File: config.mk
export PLATFORM = sky130hd
export DESIGN_NAME = mrss_ramp_gen
export DESIGN_NICKNAME = d
export VERILOG_FILES = /design/src/inc/mrss_pkg.sv /design/src/hw/mrss_ramp_gen.sv /design/src/hw/mrss_step_gen.sv
export SDC_FILE = /design/constraint.sdc
export NUM_CORES = 1
export LEC_CHECK = 0
export ABC_AREA = 0
export BUFFER_PORTS_ARGS = -buffer_cell sky130_fd_sc_hd__clkbuf_2
export CORE_MARGIN = 5
export CORE_UTILIZATION = 35
export CTS_BUF_LIST = sky130_fd_sc_hd__clkbuf_16
export CTS_CLUSTER_DIAMETER = 40
export DETAILED_ROUTE_END_ITERATION = 12
export PLACE_DENSITY_LB_ADDON = 0.3
export SLEW_MARGIN = 20
export SYNTH_ARGS = -nofsm -noshare
export SYNTH_HDL_FRONTEND = slang
export SYNTH_SLANG_ARGS = --single-unit
File: constraint.sdc
create_clock -name core_clk_i -period 13.4 [get_ports core_clk_i]
set_clock_uncertainty 0.05 [all_clocks]
set_input_delay 3.35 -clock core_clk_i [delete_from_list [all_inputs] [get_ports core_clk_i]]
set_output_delay 3.35 -clock core_clk_i [all_outputs]
set_load 0.005 [all_outputs]
File: src/inc/mrss_pkg.sv
package mrss_pkg;

  // ****************************************
  // Widths
  // ****************************************
  localparam int ACC_W = 22;
  localparam int PAR_W = 14;
  localparam int FRAC_W = 8;
  localparam int SLD_W = 13;
  localparam int POS_W = 24;
  localparam int PD_W = 4;
  localparam int TCNT_W = 16;
  localparam int CMD_W = 32;
  localparam int STAT_W = 14;
  localparam int PIN_W = 5;

  // ****************************************
  // Command word layout and codes
  // ****************************************
  localparam int B0 = 0;
  localparam int B1 = 8;
  localparam int B2 = 16;
  localparam int B3 = 24;
  localparam logic [7:0] OP_SET_PARAM = 8'h0A;
  localparam logic [7:0] OP_POS_END = 8'h0E;
  localparam logic [7:0] OP_AUTO = 8'h03;
  localparam logic [7:0] OP_CONST = 8'h01;
  localparam logic [7:0] OP_LINEAR = 8'h02;
  localparam logic [7:0] OP_SCURVE = 8'h04;
  localparam logic [3:0] SEL_A_NOM = 4'h0;
  localparam logic [3:0] SEL_V_NOM = 4'h1;
  localparam logic [3:0] SEL_A_SLD = 4'h4;
  localparam logic [3:0] SEL_V_SLD = 4'h5;
  localparam logic [3:0] SEL_JERK = 4'h6;
  localparam logic [3:0] SEL_PRE_DIV = 4'h7;
  localparam logic [3:0] SEL_NONE = 4'hF;

  // ****************************************
  // Sequencer configuration codes
  // ****************************************
  localparam logic [7:0] SEQ_OFF_B = 8'h00;
  localparam logic [7:0] SEQ_SINE_B0 = 8'h8C;
  localparam logic [7:0] SEQ_SINE_B1 = 8'h05;

  // ****************************************
  // Status and pin bit positions
  // ****************************************
  localparam int ST_A_REACHED = 8;
  localparam int ST_V_REACHED = 9;
  localparam int ST_POS_REACHED = 10;
  localparam int ST_AUTO = 11;
  localparam int ST_STOP = 12;
  localparam int ST_SLD = 13;
  localparam int IN_SLD_R = 0;
  localparam int IN_SLD_L = 1;
  localparam int IN_STOP_R = 2;
  localparam int IN_STOP_L = 3;
  localparam int IN_SYNC = 4;

  localparam logic [FRAC_W-1:0] FRAC_ZERO = 8'h00;

  typedef enum logic [2:0] {
    MRSS_IDLE = 3'b000,
    MRSS_CONST = 3'b001,
    MRSS_LINEAR = 3'b010,
    MRSS_SCURVE = 3'b011,
    MRSS_AUTO = 3'b100
  } mrss_mode_t;

endpackage

File: src/hw/mrss_ramp_gen.sv
`timescale 1ns/1ps
// Summary of operation
// - Matching stop switch zeroes velocity, halts ramp
// - Rising position travels toward right switches
// - Stop event sets stop flag
// - Slowdown decelerates linearly to slowdown velocity
// - Slowdown during automatic ramp stops motor
// - Status read clears stop and slowdown flags
// - Sync edge starts parked command, latches position
// - Constant, linear and S-curve segments supported
// - Integrators advance only on ramp tick
// - Jerk integrates into acceleration until nominal
// - Acceleration top bits integrate into velocity
// - Skip additions that would pass nominal limit
// - Integrator inputs enter eight bits lower
// - Velocity drives one pulse per step
// - Parameter command: opcode, selector, value low-first
// - Target command: opcode, 24-bit position low-first
// - Automatic start opcode, selector none keeps parameters
// - Sequencer bytes decode enable and sine mode
// - Stop flag bit 12, slowdown bit 13
// - Stop and slowdown responses gated by enables
// - Tick is clock over two to divider+1
module mrss_ramp_gen #(
  parameter int POS_W = mrss_pkg::POS_W
) (
  // Clock and reset
  input wire logic core_clk_i,
  input wire logic nrst_i,
  // Switch and sync pins
  input wire logic left_limit_stop_n_i,
  input wire logic right_limit_stop_n_i,
  input wire logic left_decel_switch_n_i,
  input wire logic right_decel_switch_n_i,
  input wire logic sync_in_i,
  // Switch response enables
  input wire logic stop_en_i,
  input wire logic sld_en_i,
  // Command queue head
  input wire logic cmd_valid_i,
  input wire logic [mrss_pkg::CMD_W-1:0] cmd_data_i,
  input wire logic cmd_wait_sync_i,
  input wire logic cmd_copy_hold_i,
  input wire logic cmd_queue_preempt_i,
  output logic cmd_ready_o,
  // Sequencer configuration
  input wire logic [7:0] seq_cfg0_i,
  input wire logic [7:0] seq_cfg1_i,
  output logic seq_enable_o,
  output logic seq_sine_o,
  // Status
  input wire logic status_rd_i,
  output logic [mrss_pkg::STAT_W-1:0] status_o,
  output logic [mrss_pkg::PIN_W-1:0] input_status_o,
  // Motion
  output logic step_o,
  output logic dir_o,
  output logic [mrss_pkg::ACC_W-1:0] actvel_o,
  output logic [mrss_pkg::ACC_W-1:0] actacc_o,
  output logic [POS_W-1:0] pos_o,
  output logic [POS_W-1:0] hold_pos_o
);
  import mrss_pkg::*;

  // ****************************************
  // Constants and state
  // ****************************************
  localparam logic [TCNT_W:0] ONE_T = (TCNT_W+1)'(1);
  localparam logic [TCNT_W:0] TWO_T = (TCNT_W+1)'(2);
  localparam logic [TCNT_W-1:0] ONE_C = TCNT_W'(1);
  localparam logic [ACC_W-1:0] ONE_A = ACC_W'(1);
  localparam logic [POS_W-1:0] ONE_P = POS_W'(1);

  typedef struct packed {
    logic [PIN_W-1:0] pin_m;
    logic [PIN_W-1:0] pin_s;
    logic sync_prev;
    logic sld_prev;
    logic [TCNT_W-1:0] tcnt;
    logic [PD_W-1:0] pre_div;
    logic [PAR_W-1:0] jerk;
    logic [PAR_W-1:0] a_nom;
    logic [PAR_W-1:0] v_nom;
    logic [SLD_W-1:0] a_sld;
    logic [SLD_W-1:0] v_sld;
    logic [POS_W-1:0] pos_end;
    mrss_mode_t mode;
    logic [ACC_W-1:0] acc;
    logic [ACC_W-1:0] vel;
    logic [POS_W-1:0] pos;
    logic [POS_W-1:0] hold;
    logic stop_flag;
    logic sld_flag;
    logic a_reached;
    logic v_reached;
    logic p_reached;
    logic pend;
    logic [CMD_W-1:0] pend_cmd;
    logic pend_copy;
    logic seq_en;
    logic sine;
  } mrss_ramp_state_t;

  mrss_ramp_state_t st_r;
  mrss_ramp_state_t st_nxt;

  logic [PIN_W-1:0] pin_raw;
  logic [TCNT_W:0] mask_w;
  logic tick;
  logic vel_neg;
  logic vel_fwd;
  logic [ACC_W-1:0] vel_mag;
  logic stop_hit;
  logic sld_act;
  logic sld_rise;
  logic sync_rise;
  logic fire;
  logic pend_go;
  logic ex_v;
  logic [CMD_W-1:0] ex_cmd;
  logic ex_copy;
  logic [7:0] ex_op;
  logic [3:0] ex_sel;
  logic [15:0] ex_val;
  logic [PD_W-1:0] ex_pd;
  logic [ACC_W-1:0] acc_sum_w;
  logic acc_over;
  logic [ACC_W-1:0] sld_lim;

  // ****************************************
  // Helpers
  // ****************************************
  // Two's complement magnitude of an accumulator
  function automatic logic [ACC_W-1:0] mag(input logic [ACC_W-1:0] v);
    mag = v[ACC_W-1] ? (~v + ONE_A) : v;
  endfunction

  // Sign-extend a parameter into the low end of an accumulator
  function automatic logic [ACC_W-1:0] sext(input logic [PAR_W-1:0] x);
    sext = {{FRAC_W{x[PAR_W-1]}}, x};
  endfunction

  // True when a sum would pass the nominal magnitude
  function automatic logic over_lim(input logic [ACC_W-1:0] v, input logic [PAR_W-1:0] nom);
    over_lim = mag(v) > {1'h0, nom[PAR_W-2:0], FRAC_ZERO};
  endfunction

  // ****************************************
  // Pins, tick and event decode
  // ****************************************
  // Active-low switches inverted ahead of the synchroniser
  assign pin_raw[IN_SLD_R] = ~right_decel_switch_n_i;
  assign pin_raw[IN_SLD_L] = ~left_decel_switch_n_i;
  assign pin_raw[IN_STOP_R] = ~right_limit_stop_n_i;
  assign pin_raw[IN_STOP_L] = ~left_limit_stop_n_i;
  assign pin_raw[IN_SYNC] = sync_in_i;

  // Free counter; tick when the low divider+1 bits are all ones
  assign mask_w = (TWO_T << st_r.pre_div) - ONE_T;
  assign tick = (st_r.tcnt & mask_w[TCNT_W-1:0]) == mask_w[TCNT_W-1:0];

  // Direction of travel from the velocity sign
  assign vel_neg = st_r.vel[ACC_W-1];
  assign vel_fwd = !vel_neg && (st_r.vel != '0);
  assign vel_mag = mag(st_r.vel);

  // Stop acts only on the switch ahead of the motion
  assign stop_hit = stop_en_i && (
    (vel_fwd && st_r.pin_s[IN_STOP_R]) ||
    (vel_neg && st_r.pin_s[IN_STOP_L]));
  assign sld_act = sld_en_i && (st_r.pin_s[IN_SLD_R] || st_r.pin_s[IN_SLD_L]);
  assign sld_rise = sld_act && !st_r.sld_prev;
  assign sync_rise = st_r.pin_s[IN_SYNC] && !st_r.sync_prev;

  // Queue head handshake; a preempting sync-gated command replaces a parked one
  assign cmd_ready_o = !st_r.pend || cmd_queue_preempt_i;
  assign fire = cmd_valid_i && cmd_ready_o;
  assign pend_go = sync_rise && st_r.pend && !(fire && cmd_wait_sync_i);
  assign ex_v = pend_go || (fire && !cmd_wait_sync_i);
  assign ex_cmd = pend_go ? st_r.pend_cmd : cmd_data_i;
  assign ex_copy = pend_go ? st_r.pend_copy : cmd_copy_hold_i;
  assign ex_op = ex_cmd[B0 +: 8];
  assign ex_sel = ex_cmd[B1 +: 4];
  assign ex_val = {ex_cmd[B3 +: 8], ex_cmd[B2 +: 8]};
  assign ex_pd = ex_val[PD_W-1:0];

  // First integrator sum, input entering eight bits down
  assign acc_sum_w = st_r.acc + sext(st_r.jerk);
  assign acc_over = over_lim(acc_sum_w, st_r.a_nom);
  assign sld_lim = {1'h0, st_r.v_sld, FRAC_ZERO};

  // ****************************************
  // Step pulse generator
  // ****************************************
  mrss_step_gen #(
    .MAG_W(PAR_W)
  ) u_step (
    .core_clk_i(core_clk_i),
    .nrst_i(nrst_i),
    .tick_i(tick),
    .vel_mag_i(vel_mag[ACC_W-1:FRAC_W]),
    .vel_dir_i(!vel_neg),
    .step_o(step_o),
    .dir_o(dir_o)
  );

  // ****************************************
  // Next-state logic
  // ****************************************
  // Later blocks override earlier ones; stop is applied last so it always wins
  always_comb begin
    logic [ACC_W-1:0] vel_sum;
    logic [ACC_W-1:0] acc_up;
    logic [ACC_W-1:0] dec;
    logic [ACC_W-1:0] a_sld_w;
    vel_sum = '0;
    acc_up = {st_r.a_nom, FRAC_ZERO};
    dec = '0;
    a_sld_w = {{(ACC_W-SLD_W){1'h0}}, st_r.a_sld};
    st_nxt = st_r;
    st_nxt.pin_m = pin_raw;
    st_nxt.pin_s = st_r.pin_m;
    st_nxt.sync_prev = st_r.pin_s[IN_SYNC];
    st_nxt.sld_prev = sld_act;
    st_nxt.tcnt = st_r.tcnt + ONE_C;
    st_nxt.seq_en = (seq_cfg0_i != SEQ_OFF_B) || (seq_cfg1_i != SEQ_OFF_B);
    st_nxt.sine = (seq_cfg0_i == SEQ_SINE_B0) && (seq_cfg1_i == SEQ_SINE_B1);

    // Park a sync-gated command until the sync edge
    if (fire && cmd_wait_sync_i) begin
      st_nxt.pend = 1'h1;
      st_nxt.pend_cmd = cmd_data_i;
      st_nxt.pend_copy = cmd_copy_hold_i;
    end else if (pend_go) begin
      st_nxt.pend = 1'h0;
    end

    // Integrator cascade, one step per ramp tick
    if (tick) begin
      case (st_r.mode)
        MRSS_SCURVE: begin
          if (acc_over) begin
            st_nxt.a_reached = 1'h1;
          end else begin
            st_nxt.acc = acc_sum_w;
          end
        end
        MRSS_AUTO: begin
          if (st_r.pos == st_r.pos_end) begin
            st_nxt.acc = '0;
            st_nxt.vel = '0;
            st_nxt.mode = MRSS_IDLE;
            st_nxt.p_reached = 1'h1;
          end else begin
            st_nxt.acc = (st_r.pos_end > st_r.pos) ? acc_up : (~acc_up + ONE_A);
          end
        end
        default: begin
        end
      endcase
      if (st_nxt.mode != MRSS_IDLE && st_nxt.mode != MRSS_CONST) begin
        vel_sum = st_r.vel + sext(st_nxt.acc[ACC_W-1:FRAC_W]);
        if (over_lim(vel_sum, st_r.v_nom)) begin
          st_nxt.v_reached = 1'h1;
        end else begin
          st_nxt.vel = vel_sum;
        end
      end
    end

    // Command execution, immediate or on the sync edge
    if (ex_v) begin
      if (ex_copy) begin
        st_nxt.hold = st_r.pos;
      end
      if (ex_op == OP_SET_PARAM || ex_op == OP_AUTO) begin
        case (ex_sel)
          SEL_A_NOM: st_nxt.a_nom = ex_val[PAR_W-1:0];
          SEL_V_NOM: st_nxt.v_nom = ex_val[PAR_W-1:0];
          SEL_A_SLD: st_nxt.a_sld = ex_val[SLD_W-1:0];
          SEL_V_SLD: st_nxt.v_sld = ex_val[SLD_W-1:0];
          SEL_JERK: st_nxt.jerk = ex_val[PAR_W-1:0];
          SEL_PRE_DIV: st_nxt.pre_div = ex_pd;
          default: begin
          end
        endcase
      end
      if (ex_op == OP_POS_END) begin
        st_nxt.pos_end = ex_cmd[B1 +: POS_W];
      end else if (ex_op == OP_AUTO) begin
        st_nxt.mode = MRSS_AUTO;
        st_nxt.p_reached = 1'h0;
      end else if (ex_op == OP_CONST) begin
        st_nxt.mode = MRSS_CONST;
        st_nxt.acc = '0;
      end else if (ex_op == OP_LINEAR) begin
        st_nxt.mode = MRSS_LINEAR;
        st_nxt.acc = acc_up;
      end else if (ex_op == OP_SCURVE) begin
        st_nxt.mode = MRSS_SCURVE;
      end
      if (ex_op == OP_AUTO || ex_op == OP_CONST || ex_op == OP_LINEAR || ex_op == OP_SCURVE) begin
        st_nxt.a_reached = 1'h0;
        st_nxt.v_reached = 1'h0;
      end
    end

    // Slowdown; an automatic ramp goes idle, other running modes lose a_sld per tick down to the slowdown velocity
    if (sld_rise && st_r.mode == MRSS_AUTO) begin
      st_nxt.acc = '0;
      st_nxt.vel = '0;
      st_nxt.mode = MRSS_IDLE;
    end else if (sld_act && st_r.mode != MRSS_IDLE && tick) begin
      if (vel_mag > sld_lim) begin
        dec = (vel_mag > a_sld_w) ? (vel_mag - a_sld_w) : '0;
        if (dec < sld_lim) begin
          dec = sld_lim;
        end
        st_nxt.vel = vel_neg ? (~dec + ONE_A) : dec;
        st_nxt.acc = vel_neg ? a_sld_w : (~a_sld_w + ONE_A);
      end
    end

    // Position follows every emitted step
    if (step_o) begin
      st_nxt.pos = dir_o ? (st_r.pos + ONE_P) : (st_r.pos - ONE_P);
    end

    // Stop discards velocity, acceleration and the running segment
    if (stop_hit) begin
      st_nxt.vel = '0;
      st_nxt.acc = '0;
      st_nxt.mode = MRSS_IDLE;
    end

    // Sticky flags; a new event wins over the read clear
    st_nxt.stop_flag = stop_hit || (st_r.stop_flag && !status_rd_i);
    st_nxt.sld_flag = sld_act || (st_r.sld_flag && !status_rd_i);
  end

  // State register
  always_ff @(posedge core_clk_i or negedge nrst_i) begin
    if (!nrst_i) begin
      st_r <= '0;
    end else begin
      st_r <= st_nxt;
    end
  end

  // ****************************************
  // Outputs
  // ****************************************
  always_comb begin
    status_o = '0;
    status_o[ST_A_REACHED] = st_r.a_reached;
    status_o[ST_V_REACHED] = st_r.v_reached;
    status_o[ST_POS_REACHED] = st_r.p_reached;
    status_o[ST_AUTO] = (st_r.mode == MRSS_AUTO);
    status_o[ST_STOP] = st_r.stop_flag;
    status_o[ST_SLD] = st_r.sld_flag;
  end

  assign input_status_o = st_r.pin_s;
  assign seq_enable_o = st_r.seq_en;
  assign seq_sine_o = st_r.sine;
  assign actvel_o = st_r.vel;
  assign actacc_o = st_r.acc;
  assign pos_o = st_r.pos;
  assign hold_pos_o = st_r.hold;
endmodule

File: src/hw/mrss_step_gen.sv
`timescale 1ns/1ps
module mrss_step_gen #(
  parameter int MAG_W = mrss_pkg::PAR_W
) (
  // Clock and reset
  input wire logic core_clk_i,
  input wire logic nrst_i,
  // Ramp tick and velocity
  input wire logic tick_i,
  input wire logic [MAG_W-1:0] vel_mag_i,
  input wire logic vel_dir_i,
  // Step pulse
  output logic step_o,
  output logic dir_o
);
  import mrss_pkg::*;

  typedef struct packed {
    logic [MAG_W-1:0] phase;
    logic step;
    logic dir;
  } mrss_step_state_t;

  mrss_step_state_t st_r;
  mrss_step_state_t st_nxt;
  logic [MAG_W:0] sum;

  // Phase accumulator; carry out of the top is one step
  always_comb begin
    st_nxt = st_r;
    sum = {1'h0, st_r.phase} + {1'h0, vel_mag_i};
    st_nxt.step = 1'h0;
    if (tick_i) begin
      st_nxt.phase = sum[MAG_W-1:0];
      st_nxt.step = sum[MAG_W];
      st_nxt.dir = vel_dir_i;
    end
  end

  // State register
  always_ff @(posedge core_clk_i or negedge nrst_i) begin
    if (!nrst_i) begin
      st_r <= '0;
    end else begin
      st_r <= st_nxt;
    end
  end

  assign step_o = st_r.step;
  assign dir_o = st_r.dir;
endmodule

==> results of run 1 <==
-- logic make-up after synthesis --
kind of cell,count (synthesis),synth area share [%]
AND/OR/NAND/NOR,786,17.1
AO/OA/AOI/OAI,748,21.9
buffers and inverters,351,7.87
flip-flops,275,30.4
adder cells (fa/ha/maj),181,10.2
XOR/XNOR,173,6.74
multiplexers,120,5.77
other,1,0.0166
-- per-layer routing --
metal,routed length (µm),GRT usage (%)
met1,33500,28.3
met2,36300,35.4
met3,4200,2.94
met4,2240,6.39
met5,0,0
-- worst register-to-register path: cells and delay by family, from the launching register on --
kind | cells | cell delay, ns
AO/OA/AOI/OAI | 22 | 5.16
AND/OR/NAND/NOR | 16 | 4.59
adder cells (fa/ha/maj) | 5 | 1.66
flip-flops | 1 | 0.41
XOR/XNOR | 2 | 0.29
buffers and inverters | 2 | 0.17
multiplexers | 1 | 0.10
-- layout make-up --
class / instances / share of cell area, %
Inverter: 157 / 2.32
Clock inverter: 44 / 1.66
Clock buffer: 52 / 5.12
Timing Repair Buffer: 203 / 4.42
Tap cell: 855 / 4.21
Multi-Input combinational cell: 2016 / 55.2
Sequential cell: 275 / 27.1
-- through the flow --
step	area (µm²)	setup WS, ns	util, %	hold slack (ns)
after floorplan	22600	1.83	-	0.281
after global placement	23600	1.06	36.8	0.285
after detailed placement	23700	0.690	36.8	0.287
after CTS	25400	0.588	39.5	0.297
after global routing	25400	0.0156	39.6	0.301
final	25400	0.835	39.6	0.295
-- synthesized netlist by cell type (9+ instances only) --
library cell	count	area, µm²
a21o_1	51	383
xnor2_1	118	1030
buf_1	11	41.3
nand3_1	54	270
a211o_1	13	114
and3_1	18	113
o21ai_0	168	841
clkbuf_1	63	236
or3_1	33	206
nand4_1	25	156
or2_2	13	81.3
a211oi_1	35	263
nor2_1	237	890
dfrtp_1	275	6880
and2_1	22	138
o21a_1	25	188
a31oi_1	27	169
mux2i_1	47	470
o31ai_1	11	82.6
nand2_1	210	788
buf_4	112	841
a22oi_1	16	120
a221o_1	20	200
o21bai_1	18	135
nor2b_1	15	93.8
a21oi_1	203	1020
ha_1	176	2200
nand2b_1	20	125
mux2_2	72	811
nor4_1	23	144
inv_1	157	589
xor2_1	54	473
or4_1	12	90.1
o211ai_1	20	150
nor3_1	59	295
o221ai_1	9	78.8
o21ai_1	13	65.1
-- state kept, by name, indices dropped and copies added (netlist names) --
name            flops
actacc_o           22
actvel_o           22
hold_pos_o         24
input_status_o      5
pos_o              24
seq_enable_o        1
seq_sine_o          1
sld_lim            13
st_nxt              5
st_r              137
status_o            5
u_step.dir_o        1
u_step.st_r        14
u_step.step_o       1
-- worst min path at each step --
stage                                startpoint                          end  slack, ns
after CTS                 st_nxt[251]$_DFF_PN0_  input_status_o[1]$_DFF_PN0_       0.30
after global routing      st_nxt[251]$_DFF_PN0_  input_status_o[1]$_DFF_PN0_       0.30
final                     st_nxt[251]$_DFF_PN0_  input_status_o[1]$_DFF_PN0_       0.29
after detailed placement  st_nxt[250]$_DFF_PN0_  input_status_o[0]$_DFF_PN0_       0.29
after global placement    st_nxt[254]$_DFF_PN0_  input_status_o[4]$_DFF_PN0_       0.29
after floorplan           st_nxt[250]$_DFF_PN0_  input_status_o[0]$_DFF_PN0_       0.28
-- repair_timing --
item | 4_1_cts | 5_1_grt
endpoints found under the setup margin | 0 | 18
hold endpoints to repair | 0 | 0
hold buffers | 0 | 0
gates resized for setup | 0 | 5
==> flow_summary.ini, run 1 <==
[floorplanning]
start_util_pct = 35.2
io_pins = 178
fp.coreArea_mm2 = 0.0642
fp.dieH_um = 264
dieArea_mm2 = 0.0698
die_width_um = 264
rows = 93

[logic_synthesis]
syn_area_per_cell_um2 = 8.58
yosysWarnings = 0
synth_edf_count = 0
synth_cells = 2635
synth-main-ff-cell = dfrtp_1
async_flop_share_pct = 100
ys_types = 107
synth_seq_area_share_pct = 30.4
ys_ff_latch = 275
synth_area_mm2 = 0.0226

[critical_path]
crit_path_start_kind = flip-flop
worstSetupStartpoint = actacc_o[4]$_DFF_PN0_
rrSetupSlack_ns = 0.83
crit_path_end_kind = flip-flop
reg2reg_to = actvel_o[11]$_DFF_PN0_
crit_arrival_ns = 12.98
critPathKind = flip-flop to flip-flop
rr_startpoint = actacc_o[4]$_DFF_PN0_
path_buf_inv = 2
crit_end = actvel_o[11]$_DFF_PN0_
critical_path.top_delay_family = compound AO/OA/AOI/OAI gates
cp.required_ns = 13.81
crit_fanout = 17
cpPeakStageDelay_ns = 0.56
r2r_cells = 48
critical_path_depth = 48
crit_top_cell = ha_1
cp_slowest_cell = or4_1

[global_route]
grt_overflow = 0
grt_usage_pct = 21.1
grt_pass1_wl_um = 118000
first_global_vias = 19900
grt_max_degree = 88
antenna_found_initial = 0

[layout]
n_fill_cell = 6483
final_nets = 2947
stdcell_count = 3602
final_cell_mix = dfrtp_1 (274), nor2_1 (236), nand2_1 (210), a21oi_1 (201), ha_1 (176)
area_growth_pct = 12.4
seq_area_mm2 = 0.00688
antenna_cells = 0
drive_gt1_share_pct = 15.9
final_common_cell = dfrtp_1
multi_input_area_mm2 = 0.0140

[timing]
slew_headroom_pct = 16.6
fin_tns_setup_ns = 0
timing.final.crit_share_pct = 93.8
grt_setup_unrepaired = no
tightest_slew_ns = 1.24
final-hold-violation-count = 0
setup_viol = 0
final_max_slew_viol_count = 0
fmax_mhz = 79.6
period_minus_slack_ns = 12.57

[run_status]
status = completed

[min_path]
hold_depth = 0
min_path_type = flip-flop to flip-flop

[place]
dpl.cell_count = 3505
portBuffers = 169
place.detailed.hpwl_um = 59100
gp_congestion = 0.952

[route]
ant_nets = 0
drtIter0Drc = 1738
drc = 0
drt-pass1-iter-count = 6
wl_per_cell_um = 21.2
routed_wl_um = 76200
viasPerCell = 5.61
vias = 20200

[clocking]
numClockSinks = 275
clk_path_buf_depth = 3
cts_tree = done
clockRootBuffer = clkbuf_16
post_cts_buffers = 0
clk_pin_slew_ns = 0.05
clk_latency_ns = 0.59
cts_htree_levels = 2
cts_buffers = 51

[flow_run]
max_cap_viol_count = 0
Power of run 1 is not shown: default switching activity piles up to over one toggle a cycle in this logic, so the estimate is an artifact.
==> inputs of run 2 (changes only) <==
clock period = 11.8 ns   (was 13.4 ns; I/O delays follow)
==> run 2 against run 1 <==
Net effect:
- hold slack improved by 0.00074 ns
- non-clock buffer count increased by 52
- via count increased by 1.9%
- register-to-register slack lost 0.47 ns
- die area is the same
- worst setup slack lost 0.47 ns
- critical path depth did not move
- utilization increased by 0.91 points
- final cell count increased by 1.4%
- flip-flop and latch count did not move
- first-iteration DRC count increased by 21%
==> flow_summary.ini, run 2 (same netlist as run 1, synthesis figures left out) <==
[min_path]
hold_start = st_nxt[252]$_DFF_PN0_
min_to = input_status_o[2]$_DFF_PN0_
min_path_type = flip-flop to flip-flop
hold_depth = 0

[timing]
fmax_mhz = 87.5
period_minus_slack_ns = 11.43
final-hold-violation-count = 0
final_max_slew_viol_count = 0
timing.final.crit_share_pct = 96.9
setup_viol = 0
fin_ws_ns = 0.368
slew_headroom_pct = 22.3
tightest_slew_ns = 1.16

[critical_path]
r2r_cells = 48
reg2reg_to = actvel_o[4]$_DFF_PN0_
crit_path_start_kind = flip-flop
cpPeakStageDelay_ns = 0.57
rr_startpoint = st_r[214]$_DFFE_PN0P_
crit_arrival_ns = 11.85
worstSetupStartpoint = st_r[214]$_DFFE_PN0P_
path_buf_inv = 3
crit_fanout = 8
critical_path.top_delay_family = compound AO/OA/AOI/OAI gates
cp.required_ns = 12.22
rrSetupSlack_ns = 0.37
cp_slowest_cell = or4_4
crit_top_cell = a21o_1
crit_path_end_kind = flip-flop
critPathKind = flip-flop to flip-flop
critical_path_depth = 48

[floorplanning]
start_util_pct = 35.2
io_pins = 178
fp.coreArea_mm2 = 0.0642
die_width_um = 264
dieArea_mm2 = 0.0698
fp.dieH_um = 264
rows = 93

[layout]
utilization_pct = 40.5
n_fill_cell = 6436
drive_gt1_share_pct = 18.8
regMostFlops = st_r
area_growth_pct = 15.0
largest_reg_flops = 137
final_cell_mix = dfrtp_1 (274), nor2_1 (235), nand2_1 (210), a21oi_1 (198), ha_1 (171)
final_common_cell = dfrtp_1
final_nets = 3000

[run_status]
status = completed

[global_route]
first_global_vias = 20000
grt_usage_pct = 21.0
grt_pass1_wl_um = 117000
antenna_found_initial = 1
grt_overflow = 0
grt_max_degree = 84

[place]
portBuffers = 169
dp_slack_ns = -0.292
gp_congestion = 1.00
place.detailed.hpwl_um = 59700

[route]
vias = 20600
drt-pass1-iter-count = 7
ant_nets = 0
drc = 0
wl_per_cell_um = 21.1
drtIter0Drc = 2101
routed_wl_um = 77000
viasPerCell = 5.64

[clocking]
numClockSinks = 275
clk_path_buf_depth = 3
ctsHoldBuffers = 0
cts_tree = done
clk_latency_ns = 0.59
clk_pin_slew_ns = 0.05
cts_htree_levels = 2
clockRootBuffer = clkbuf_16
cts_buffers = 50

[flow_run]
max_cap_viol_count = 0
run 2: worst max path at each step:
stage / endpoint / slack, ns
global route: actvel_o[4]$_DFF_PN0_ / -0.01
detailed placement: actvel_o[4]$_DFF_PN0_ / -0.29
floorplan: actvel_o[8]$_DFF_PN0_ / 0.23
CTS: actvel_o[4]$_DFF_PN0_ / 0.09
finish: actvel_o[4]$_DFF_PN0_ / 0.37
global placement: actvel_o[11]$_DFF_PN0_ / 0.09
run 2: per-layer routing:
metal / vias up / routed length [µm] / GRT usage [%]
met2: 718 / 36300 / 35.0
met1: 10000 / 33500 / 28.2
met5: - / 0 / 0
li1: 9701 / - / -
met3: 174 / 4640 / 3.10
met4: 0 / 2540 / 6.66
run 2: cell type report:
cell class,count,area [µm²],area share (%)
flip-flops and latches,275,6880,26.5
well taps,855,1070,4.11
diodes,1,2.50,0.00962
repair buffers,255,1500,5.77
clock inverters,39,409,1.57
inverters,157,589,2.27
clock buffers,53,1330,5.10
multi-input cells,2018,14200,54.7
run 2: what timing repair did:
| item | in CTS | in global routing |
|---|---|---|
| endpoints found under the setup margin | 18 | 23 |
| buffers inserted | 0 | 15 |
| gates resized for setup | 4 | 39 |
| pin swaps | 0 | 20 |
| gates cloned | 0 | 2 |
run 2: through the flow:
step / instances / hold slack [ns] / setup TNS [ns] / cell area, µm²
final: 3653 / 0.296 / 0 / 26000
after global routing: 3652 / 0.313 / -0.115 / 26000
after CTS: 3635 / 0.298 / 0 / 25700
after detailed placement: 3543 / 0.287 / -4.74 / 23900
after global placement: 3543 / 0.285 / 0 / 23900
after floorplan: 2642 / 0.281 / 0 / 22600
Power of run 2 is left out for the same reason.
